<file path="src/verilog/drc_pkg.sv">
// Package: offsets, field positions and reset values of the dual receive control bank
package drc_pkg;
    localparam logic [7:0] DRC_ADDR_DUAL_RX = 8'h34;
    localparam logic [7:0] DRC_ADDR_EQ_TEST = 8'h35;
    // Dual receive control fields
    localparam int DRC_BIT_LOCK_MODE = 6;
    localparam int DRC_BIT_RAW_BC = 5;
    localparam int DRC_LANE_MODE_LSB = 3;
    localparam int DRC_BIT_SECOND_PORT_ACCESS_SELECT = 1;
    localparam int DRC_BIT_PORT0_SEL = 0;
    localparam logic [7:0] DRC_DUAL_RX_RESET = 8'h01;
    localparam logic [7:0] DRC_DUAL_RX_WMASK = 8'h7B;
    // Equalizer test fields
    localparam int DRC_BIT_EQ_RESTART = 6;
    localparam int DRC_BIT_EQ_FLOOR_EN = 5;
    localparam int DRC_BIT_EQ_FLOOR_START = 4;
    localparam logic [7:0] DRC_EQ_TEST_RESET = 8'h00;
    localparam logic [7:0] DRC_EQ_TEST_WMASK = 8'h70;
    // Lane mode encodings
    localparam logic [1:0] DRC_LANE_AUTO = 2'h0;
    localparam logic [1:0] DRC_LANE_TWO = 2'h1;
    localparam logic [1:0] DRC_LANE_ONE_PRI = 2'h2;
    localparam logic [1:0] DRC_LANE_ONE_SEC = 2'h3;
endpackage : drc_pkg

</file>
<file path="src/verilog/drc_regs.sv">
// Dual receive control and equalizer test registers with port-select access steering
`timescale 1ns/1ps
`default_nettype none
// Functional notes
// - With lock mode 0 the lock output is high only while linked and the remote video-disabled flag is clear.
// - With lock mode 1 the lock output is high whenever linked to a serializer, video or not.
// - With raw back channel set the synchronised GPIO input goes to the back channel unfiltered.
// - Lane mode field 4:3 selects auto, forced two-lane, forced one-lane primary or one-lane secondary.
// - With port-1 select set, writes reach port-1 and shared registers and reads return port-1 and shared.
// - Port-0 select (bit 0, reset 1) makes writes reach port-0 and shared; reads return shared, and port-0 only while port-1 select is clear.
// - With both selects set, reads return the port-1 copies.
// - Accesses at 0x35 target the port-1 equalizer controls while port-1 select is set.
// - Equalizer restart is held as written; writing 0 then 1 restarts adaptation.
// - A restart restarts adaptation on both receive ports regardless of selection.
// - The floor start bit has effect only while floor enable is set.
// - When in effect, adaptation starts from a preset floor instead of zero.
// - The video-disabled flag comes from the remote serializer and means no active video.
// - The dual-link status follows the forward channel and is not locally writable.
module drc_regs
    import drc_pkg::*;
(
    input wire logic i_mclk,
    input wire logic i_rstn,
    // Register access from the serial control slave (same clock)
    input wire logic i_reg_wr,
    input wire logic i_reg_rd,
    input wire logic [7:0] i_reg_addr,
    input wire logic [7:0] i_reg_wdata,
    output logic [7:0] o_reg_rdata,
    output logic o_reg_rvalid,
    // Link status from the receive front end (same clock)
    input wire logic i_linked,
    input wire logic i_remote_video_disabled,
    input wire logic i_remote_dual_link,
    // Back channel GPIO pin and the two back-channel sources
    input wire logic i_backchannel_gpio_input,
    input wire logic i_backchannel_gpio_filtered,
    output logic o_backchannel_gpio,
    // Link and access control outputs
    output logic o_rx_lock,
    output logic [1:0] o_serial_input_lane_mode,
    output logic o_dual_link_status,
    output logic o_port0_access,
    output logic o_port1_access,
    // Equalizer controls, one bit per receive port
    output logic [1:0] o_eq_restart,
    output logic [1:0] o_eq_start_from_floor
);
    typedef struct packed {
        logic [7:0] dual_rx;
        logic [7:0] eq_port0;
        logic [7:0] eq_port1;
        logic [7:0] rdata;
        logic rvalid;
        logic rx_lock;
        logic bc_gpio;
        logic dual_link;
    } drc_st_t;
    drc_st_t state_reg;
    drc_st_t state_next;

    logic gpio_sync;
    logic [1:0] eq_restart_w;
    logic [1:0] eq_floor_w;
    logic restart_any;

    // Read mux shared by read data; port 1 copies win when both selects are set
    function automatic logic [7:0] drc_read(input logic [7:0] addr, input drc_st_t st);
        logic [7:0] val;
        val = 8'h00;
        if (addr == DRC_ADDR_DUAL_RX) begin
            val = st.dual_rx & DRC_DUAL_RX_WMASK;
        end else if (addr == DRC_ADDR_EQ_TEST) begin
            if (st.dual_rx[DRC_BIT_SECOND_PORT_ACCESS_SELECT]) begin
                val = st.eq_port1 & DRC_EQ_TEST_WMASK;
            end else if (st.dual_rx[DRC_BIT_PORT0_SEL]) begin
                val = st.eq_port0 & DRC_EQ_TEST_WMASK;
            end
        end
        return val;
    endfunction : drc_read

    // Pin passes two flip-flops before any logic reads it
    drc_sync2 #(
        .WIDTH(1)
    ) u_gpio_sync (
        .i_mclk(i_mclk),
        .i_rstn(i_rstn),
        .i_async(i_backchannel_gpio_input),
        .o_sync(gpio_sync)
    );

    // Restart is a shared action: either port copy restarts both ports
    assign restart_any = state_reg.eq_port0[DRC_BIT_EQ_RESTART] | state_reg.eq_port1[DRC_BIT_EQ_RESTART];

    // Per-port equalizer start logic
    drc_eq_ctl u_eq0 (
        .i_mclk(i_mclk),
        .i_rstn(i_rstn),
        .i_restart_level(restart_any),
        .i_floor_enable(state_reg.eq_port0[DRC_BIT_EQ_FLOOR_EN]),
        .i_floor_start(state_reg.eq_port0[DRC_BIT_EQ_FLOOR_START]),
        .o_restart_pulse(eq_restart_w[0]),
        .o_start_from_floor(eq_floor_w[0])
    );

    drc_eq_ctl u_eq1 (
        .i_mclk(i_mclk),
        .i_rstn(i_rstn),
        .i_restart_level(restart_any),
        .i_floor_enable(state_reg.eq_port1[DRC_BIT_EQ_FLOOR_EN]),
        .i_floor_start(state_reg.eq_port1[DRC_BIT_EQ_FLOOR_START]),
        .o_restart_pulse(eq_restart_w[1]),
        .o_start_from_floor(eq_floor_w[1])
    );

    // Next state: register writes, read capture and link indications
    always_comb begin
        state_next = state_reg;
        state_next.rvalid = 1'b0;
        if (i_reg_wr) begin
            if (i_reg_addr == DRC_ADDR_DUAL_RX) begin
                // Reserved bits dropped so they never steer anything
                state_next.dual_rx = i_reg_wdata & DRC_DUAL_RX_WMASK;
            end else if (i_reg_addr == DRC_ADDR_EQ_TEST) begin
                // Both selects set: writes reach both copies
                if (state_reg.dual_rx[DRC_BIT_SECOND_PORT_ACCESS_SELECT]) begin
                    state_next.eq_port1 = i_reg_wdata & DRC_EQ_TEST_WMASK;
                end
                if (state_reg.dual_rx[DRC_BIT_PORT0_SEL]) begin
                    state_next.eq_port0 = i_reg_wdata & DRC_EQ_TEST_WMASK;
                end
            end
        end
        if (i_reg_rd) begin
            state_next.rdata = drc_read(i_reg_addr, state_reg);
            state_next.rvalid = 1'b1;
        end
        // Lock qualification by the lock mode bit
        if (state_reg.dual_rx[DRC_BIT_LOCK_MODE]) begin
            state_next.rx_lock = i_linked;
        end else begin
            state_next.rx_lock = i_linked & ~i_remote_video_disabled;
        end
        // Raw mode bypasses the oversampling filter entirely
        state_next.bc_gpio = state_reg.dual_rx[DRC_BIT_RAW_BC] ? gpio_sync : i_backchannel_gpio_filtered;
        // Status follows the forward channel only; no write path exists
        state_next.dual_link = i_remote_dual_link;
    end

    // State register
    always_ff @(posedge i_mclk or negedge i_rstn) begin
        if (!i_rstn) begin
            state_reg.dual_rx <= DRC_DUAL_RX_RESET;
            state_reg.eq_port0 <= DRC_EQ_TEST_RESET;
            state_reg.eq_port1 <= DRC_EQ_TEST_RESET;
            state_reg.rdata <= 8'h00;
            state_reg.rvalid <= 1'b0;
            state_reg.rx_lock <= 1'b0;
            state_reg.bc_gpio <= 1'b0;
            state_reg.dual_link <= 1'b0;
        end else begin
            state_reg <= state_next;
        end
    end

    // Outputs straight from flip-flops
    assign o_reg_rdata = state_reg.rdata;
    assign o_reg_rvalid = state_reg.rvalid;
    assign o_rx_lock = state_reg.rx_lock;
    assign o_backchannel_gpio = state_reg.bc_gpio;
    assign o_serial_input_lane_mode = state_reg.dual_rx[DRC_LANE_MODE_LSB +: 2];
    assign o_dual_link_status = state_reg.dual_link;
    assign o_port0_access = state_reg.dual_rx[DRC_BIT_PORT0_SEL];
    // Host must drop this before reading port-0 copies
    assign o_port1_access = state_reg.dual_rx[DRC_BIT_SECOND_PORT_ACCESS_SELECT];
    assign o_eq_restart = eq_restart_w;
    assign o_eq_start_from_floor = eq_floor_w;
endmodule : drc_regs
`default_nettype wire

</file>
<file path="src/verilog/drc_sync2.sv">
// Two flip-flop synchroniser for pin levels
`timescale 1ns/1ps
`default_nettype none
module drc_sync2 #(
    parameter int WIDTH = 1
) (
    input wire logic i_mclk,
    input wire logic i_rstn,
    input wire logic [WIDTH-1:0] i_async,
    output logic [WIDTH-1:0] o_sync
);
    typedef struct packed {
        logic [WIDTH-1:0] meta;
        logic [WIDTH-1:0] sync;
    } drc_sync_st_t;
    drc_sync_st_t state_reg;
    drc_sync_st_t state_next;

    // First stage feeds only the second stage
    always_comb begin
        state_next.meta = i_async;
        state_next.sync = state_reg.meta;
    end

    always_ff @(posedge i_mclk or negedge i_rstn) begin
        if (!i_rstn) begin
            state_reg <= '0;
        end else begin
            state_reg <= state_next;
        end
    end

    assign o_sync = state_reg.sync;
endmodule : drc_sync2
`default_nettype wire

</file>
<file path="src/verilog/drc_eq_ctl.sv">
// Per-port equalizer start control: restart pulse and start level choice
`timescale 1ns/1ps
`default_nettype none
module drc_eq_ctl (
    input wire logic i_mclk,
    input wire logic i_rstn,
    input wire logic i_restart_level,
    input wire logic i_floor_enable,
    input wire logic i_floor_start,
    output logic o_restart_pulse,
    output logic o_start_from_floor
);
    typedef struct packed {
        logic restart_prev;
        logic restart_pulse;
        logic from_floor;
    } drc_eq_st_t;
    drc_eq_st_t state_reg;
    drc_eq_st_t state_next;

    // Rising edge of the held restart level starts one adaptation run
    always_comb begin
        state_next.restart_prev = i_restart_level;
        state_next.restart_pulse = i_restart_level & ~state_reg.restart_prev;
        // Floor start only counts while its enable is set
        state_next.from_floor = i_floor_enable & i_floor_start;
    end

    always_ff @(posedge i_mclk or negedge i_rstn) begin
        if (!i_rstn) begin
            state_reg <= '0;
        end else begin
            state_reg <= state_next;
        end
    end

    assign o_restart_pulse = state_reg.restart_pulse;
    assign o_start_from_floor = state_reg.from_floor;
endmodule : drc_eq_ctl
`default_nettype wire

</file>
<file path="config.mk">
export PLATFORM = sky130hd
export DESIGN_NAME = drc_regs
export DESIGN_NICKNAME = d
export VERILOG_FILES = /design/src/verilog/drc_pkg.sv /design/src/verilog/drc_regs.sv /design/src/verilog/drc_sync2.sv /design/src/verilog/drc_eq_ctl.sv
export SDC_FILE = /design/constraint.sdc
export NUM_CORES = 1
export LEC_CHECK = 0
export BUFFER_PORTS_ARGS = -buffer_cell sky130_fd_sc_hd__clkbuf_2
export CORE_MARGIN = 3
export CORE_UTILIZATION = 52
export DETAILED_ROUTE_END_ITERATION = 8
export PLACE_DENSITY = 0.83
export SLEW_MARGIN = 0
export SYNTH_ARGS = -nofsm -noshare
export SYNTH_HDL_FRONTEND = slang
export SYNTH_SLANG_ARGS = --single-unit
</file>
<file path="constraint.sdc">
create_clock -name i_mclk -period 3.5 [get_ports i_mclk]
set_input_delay 0.175 -clock i_mclk [delete_from_list [all_inputs] [get_ports i_mclk]]
set_output_delay 0.175 -clock i_mclk [all_outputs]
set_load 0.005 [all_outputs]
</file>
==> metrics.log <==
INFO  metric clock-sinks = 28
INFO  metric synth_top_family_by_area = multiplexers
INFO  metric clk_pin_slew_worst_paths = 0.14 ns
INFO  metric die_outline_area = 3040 um^2
INFO  metric critPathSlowestCell = dfstp_2
INFO  metric first_pass_iters = 4
INFO  metric period_minus_slack = 1.62 ns
INFO  metric synth_area_per_cell = 12.2 um^2
INFO  metric status = finished, final reports clean
INFO  metric layout_worst_path_cycle_share = 0.463
INFO  metric worst-setup-path-type = flop to flop
INFO  metric max_freq = 0.617 GHz
INFO  metric worstSkewPairLatency = 0.33 ns
INFO  metric core.rowCount = 17
INFO  metric area_growth = 14.3%
INFO  metric viasPerCell = 5.02
INFO  metric synthXorXnorAreaFrac = 0
INFO  metric netlist_instances = 103
INFO  metric total_cts_buffers = 3
INFO  metric report.final.setup_viol = 0
INFO  metric critPathMaxFanout = 7
INFO  metric final_nets = 160
INFO  metric clk_path_buf_depth = 2
INFO  metric grt_first_pass_wirelength = 3340 um
INFO  metric vias_in_the_first_global_route = 737
INFO  metric cts_tree = built
INFO  metric place_hpwl = 1610 um
INFO  metric io_buffer_count = 40
INFO  metric cts_repair_resize_count = 0
INFO  metric peakVddDrop = 0.245 mV
INFO  metric clk_root_buffer_cell = clkbuf_4
INFO  metric global_route.usage.total = 0.161
INFO  metric post-cts-setup-buffers = 0
INFO  metric complex_gate_fraction_of_the_synthesized_area = 0.0567
INFO  metric wirelength = 2120 um
INFO  metric timing_worst_slew_pin_value = 0.647 ns
INFO  metric finalHoldViolCount = 0
INFO  metric timing.critical_path.cells = nand3_1, nor3_1, mux2_2
INFO  metric max_cap_viol_count = 0
INFO  metric placed_area = 1370 um^2
INFO  metric synth.top_cells.by_area = dfrtp_1, buf_4, mux2_4
INFO  metric synth_top_area_frac = 0.537
INFO  metric syn-cell-area = 1260 um^2
INFO  metric synth_mux_area_frac = 0.134
INFO  metric largest_net_degree_at_the_start_of_global_routing = 29
INFO  metric floorplan.die.width = 55.2 um
INFO  metric ant_nets = 0
INFO  metric yosys.cell_types.count = 27
INFO  metric ys_ff_latch = 28
INFO  metric timing.critical_path.slowest_cell_delay = 0.63 ns
INFO  metric synthAdderAreaFrac = 0
INFO  metric insertedDiodeCount = 0
INFO  metric dp_slack = 1.86 ns
INFO  metric grt.overflow.total = 0
INFO  metric clock-skew-final = 0.00211 ns
INFO  metric pwr_density_cell = 373 nW/um^2
INFO  metric die_height = 55.2 um
INFO  metric setup_total_negative_slack = 0 ns
INFO  metric initial_antenna_violation_count = 0
INFO  metric share_of_cells_above_drive_strength_1 = 0.478
INFO  metric vias = 813
INFO  metric start_util = 0.558
INFO  metric cp-end-kind = flop
INFO  metric ctsHtreeMaxLevel = 1
INFO  metric max_slew_headroom = 0.569
INFO  metric drc_errors = 0
INFO  metric synthDominantAreaCellType = dfrtp_1
INFO  metric power.leakage = 0.747 nW
INFO  metric post_layout_worst_setup_margin = 1.88 ns
INFO  metric boundaryPins = 45
INFO  metric worst_hold_path_type = primary input to flop
INFO  metric synth-seq-area-share = 0.558
INFO  metric fin_area = 1440 um^2
INFO  metric core_area = 2250 um^2
INFO  metric required = 3.73 ns
INFO  metric final_number_of_max_transition_violations = 0
INFO  metric place.gp.congestion = 0.767
INFO  metric rsz0062_at_grt = no
INFO  metric yosysWarningCount = 0
INFO  metric timing.critical_path.arrival = 1.85 ns
INFO  metric drt-initial-drc-count = 18
INFO  metric avgRoutedWirePerCell = 13.1 um
INFO  metric worst_setup_sp_type = flop
INFO  metric ctsHoldBuffers = 3
INFO  metric max_ffs_per_register = 8
INFO  metric synth_simple_gate_area_frac = 0.133
==> worst paths after layout <==
check	startpoint	endpoint	slack, ns	cells after the start
max	o_port0_access	state_reg[26]	1.88	3
min	i_remote_video_disabled	o_rx_lock	0.01	2
max reg2reg	o_port0_access	state_reg[26]	1.88	3
min reg2reg	u_gpio_sync.state_next[0]	u_gpio_sync.o_sync	0.38	0
max in group asynchronous	i_rstn	o_port1_access	2.71	2
min in group asynchronous	i_rstn	u_gpio_sync.o_sync	0.38	2
==> cell type report <==
type	instances	area [um^2]
clock buffers	4	36.3
fillers	189	817
inverters	5	18.8
multi-input cells	54	415
flip-flops and latches	28	702
well taps	28	35.0
repair buffers	43	230
==> metrics by stage <==
stage / utilization / cells / hold WS, ns / total power, mW
2_1_floorplan: - / 104 / -0.121 / 0.361
3_3_place_gp: 0.608 / 155 / 0.227 / 0.383
3_5_place_dp: 0.608 / 155 / 0.239 / 0.385
4_1_cts: 0.638 / 162 / 0.00428 / 0.542
5_1_grt: 0.638 / 162 / 0.00266 / 0.559
6_report: 0.638 / 162 / 0.00976 / 0.536
==> layer usage <==
metal | vias up | global-route usage | part of all wire | wire [um]
met1 | 385 | 0.207 | 0.43 | 904
met3 | 4 | 0.0322 | 0.059 | 125
li1 | 396 | - | - | -
met5 | - | 0 | 0 | 0
met4 | 0 | 0.0972 | 0.022 | 46
met2 | 28 | 0.250 | 0.49 | 1050
==> synthesized netlist by cell type <==
cell type  count
o22ai_1        3
a21boi_0       1
dfstp_2        1
or4_4          1
nand2_1        6
buf_4         14
a31oi_1        3
or3_4          1
nor3_1         2
buf_2          1
nor4_1         1
nand3b_1       3
nor2b_1        4
buf_6          1
conb_1         1
or2_2          1
a31o_2         3
nor2_1         4
nand2b_1       1
dfrtp_1       27
mux2_4         6
mux2_2         7
and2_1         2
inv_1          5
nand3_1        2
clkbuf_1       1
nand4b_1       1
==> where the power goes <==
part	internal [mW]	switching, mW
clock network	0.0637	0.0921
logic	0.0229	0.0205
registers	0.331	0.00587
total	0.418	0.119
==> placed cells by master (no fill, tap or decap), types with 3 or more instances in the layout <==
| cell type | synthesis | layout |
|---|---|---|
| o22ai_1 | 3 | 3 |
| a31o_2 | 3 | 3 |
| nor2b_1 | 4 | 4 |
| a31oi_1 | 3 | 3 |
| nand3b_1 | 3 | 3 |
| nand2_1 | 6 | 6 |
| nor2_1 | 4 | 4 |
| dfrtp_1 | 27 | 27 |
| clkbuf_4 | 0 | 3 |
| clkbuf_2 | 0 | 40 |
| mux2_2 | 7 | 7 |
| inv_1 | 5 | 5 |
| dlygate4sd3_1 | 0 | 3 |
| mux2_4 | 6 | 6 |
==> cell families (layout without fill, tap and decap cells) <==
| family | Yosys count | after routing |
|---|---|---|
| mux | 13 | 13 |
| other cells | 1 | 2 |
| compound gates | 10 | 10 |
| buf+inv | 22 | 52 |
| simple gates | 29 | 29 |
| flops | 28 | 28 |
==> worst max-delay path: cells and delay by family, from the launching register on <==
family / cells / cell delay [ns]
multiplexers: 1 / 0.39
AND/OR/NAND/NOR: 2 / 0.50
flip-flops: 1 / 0.63
Power figures use the tool's default switching activity.
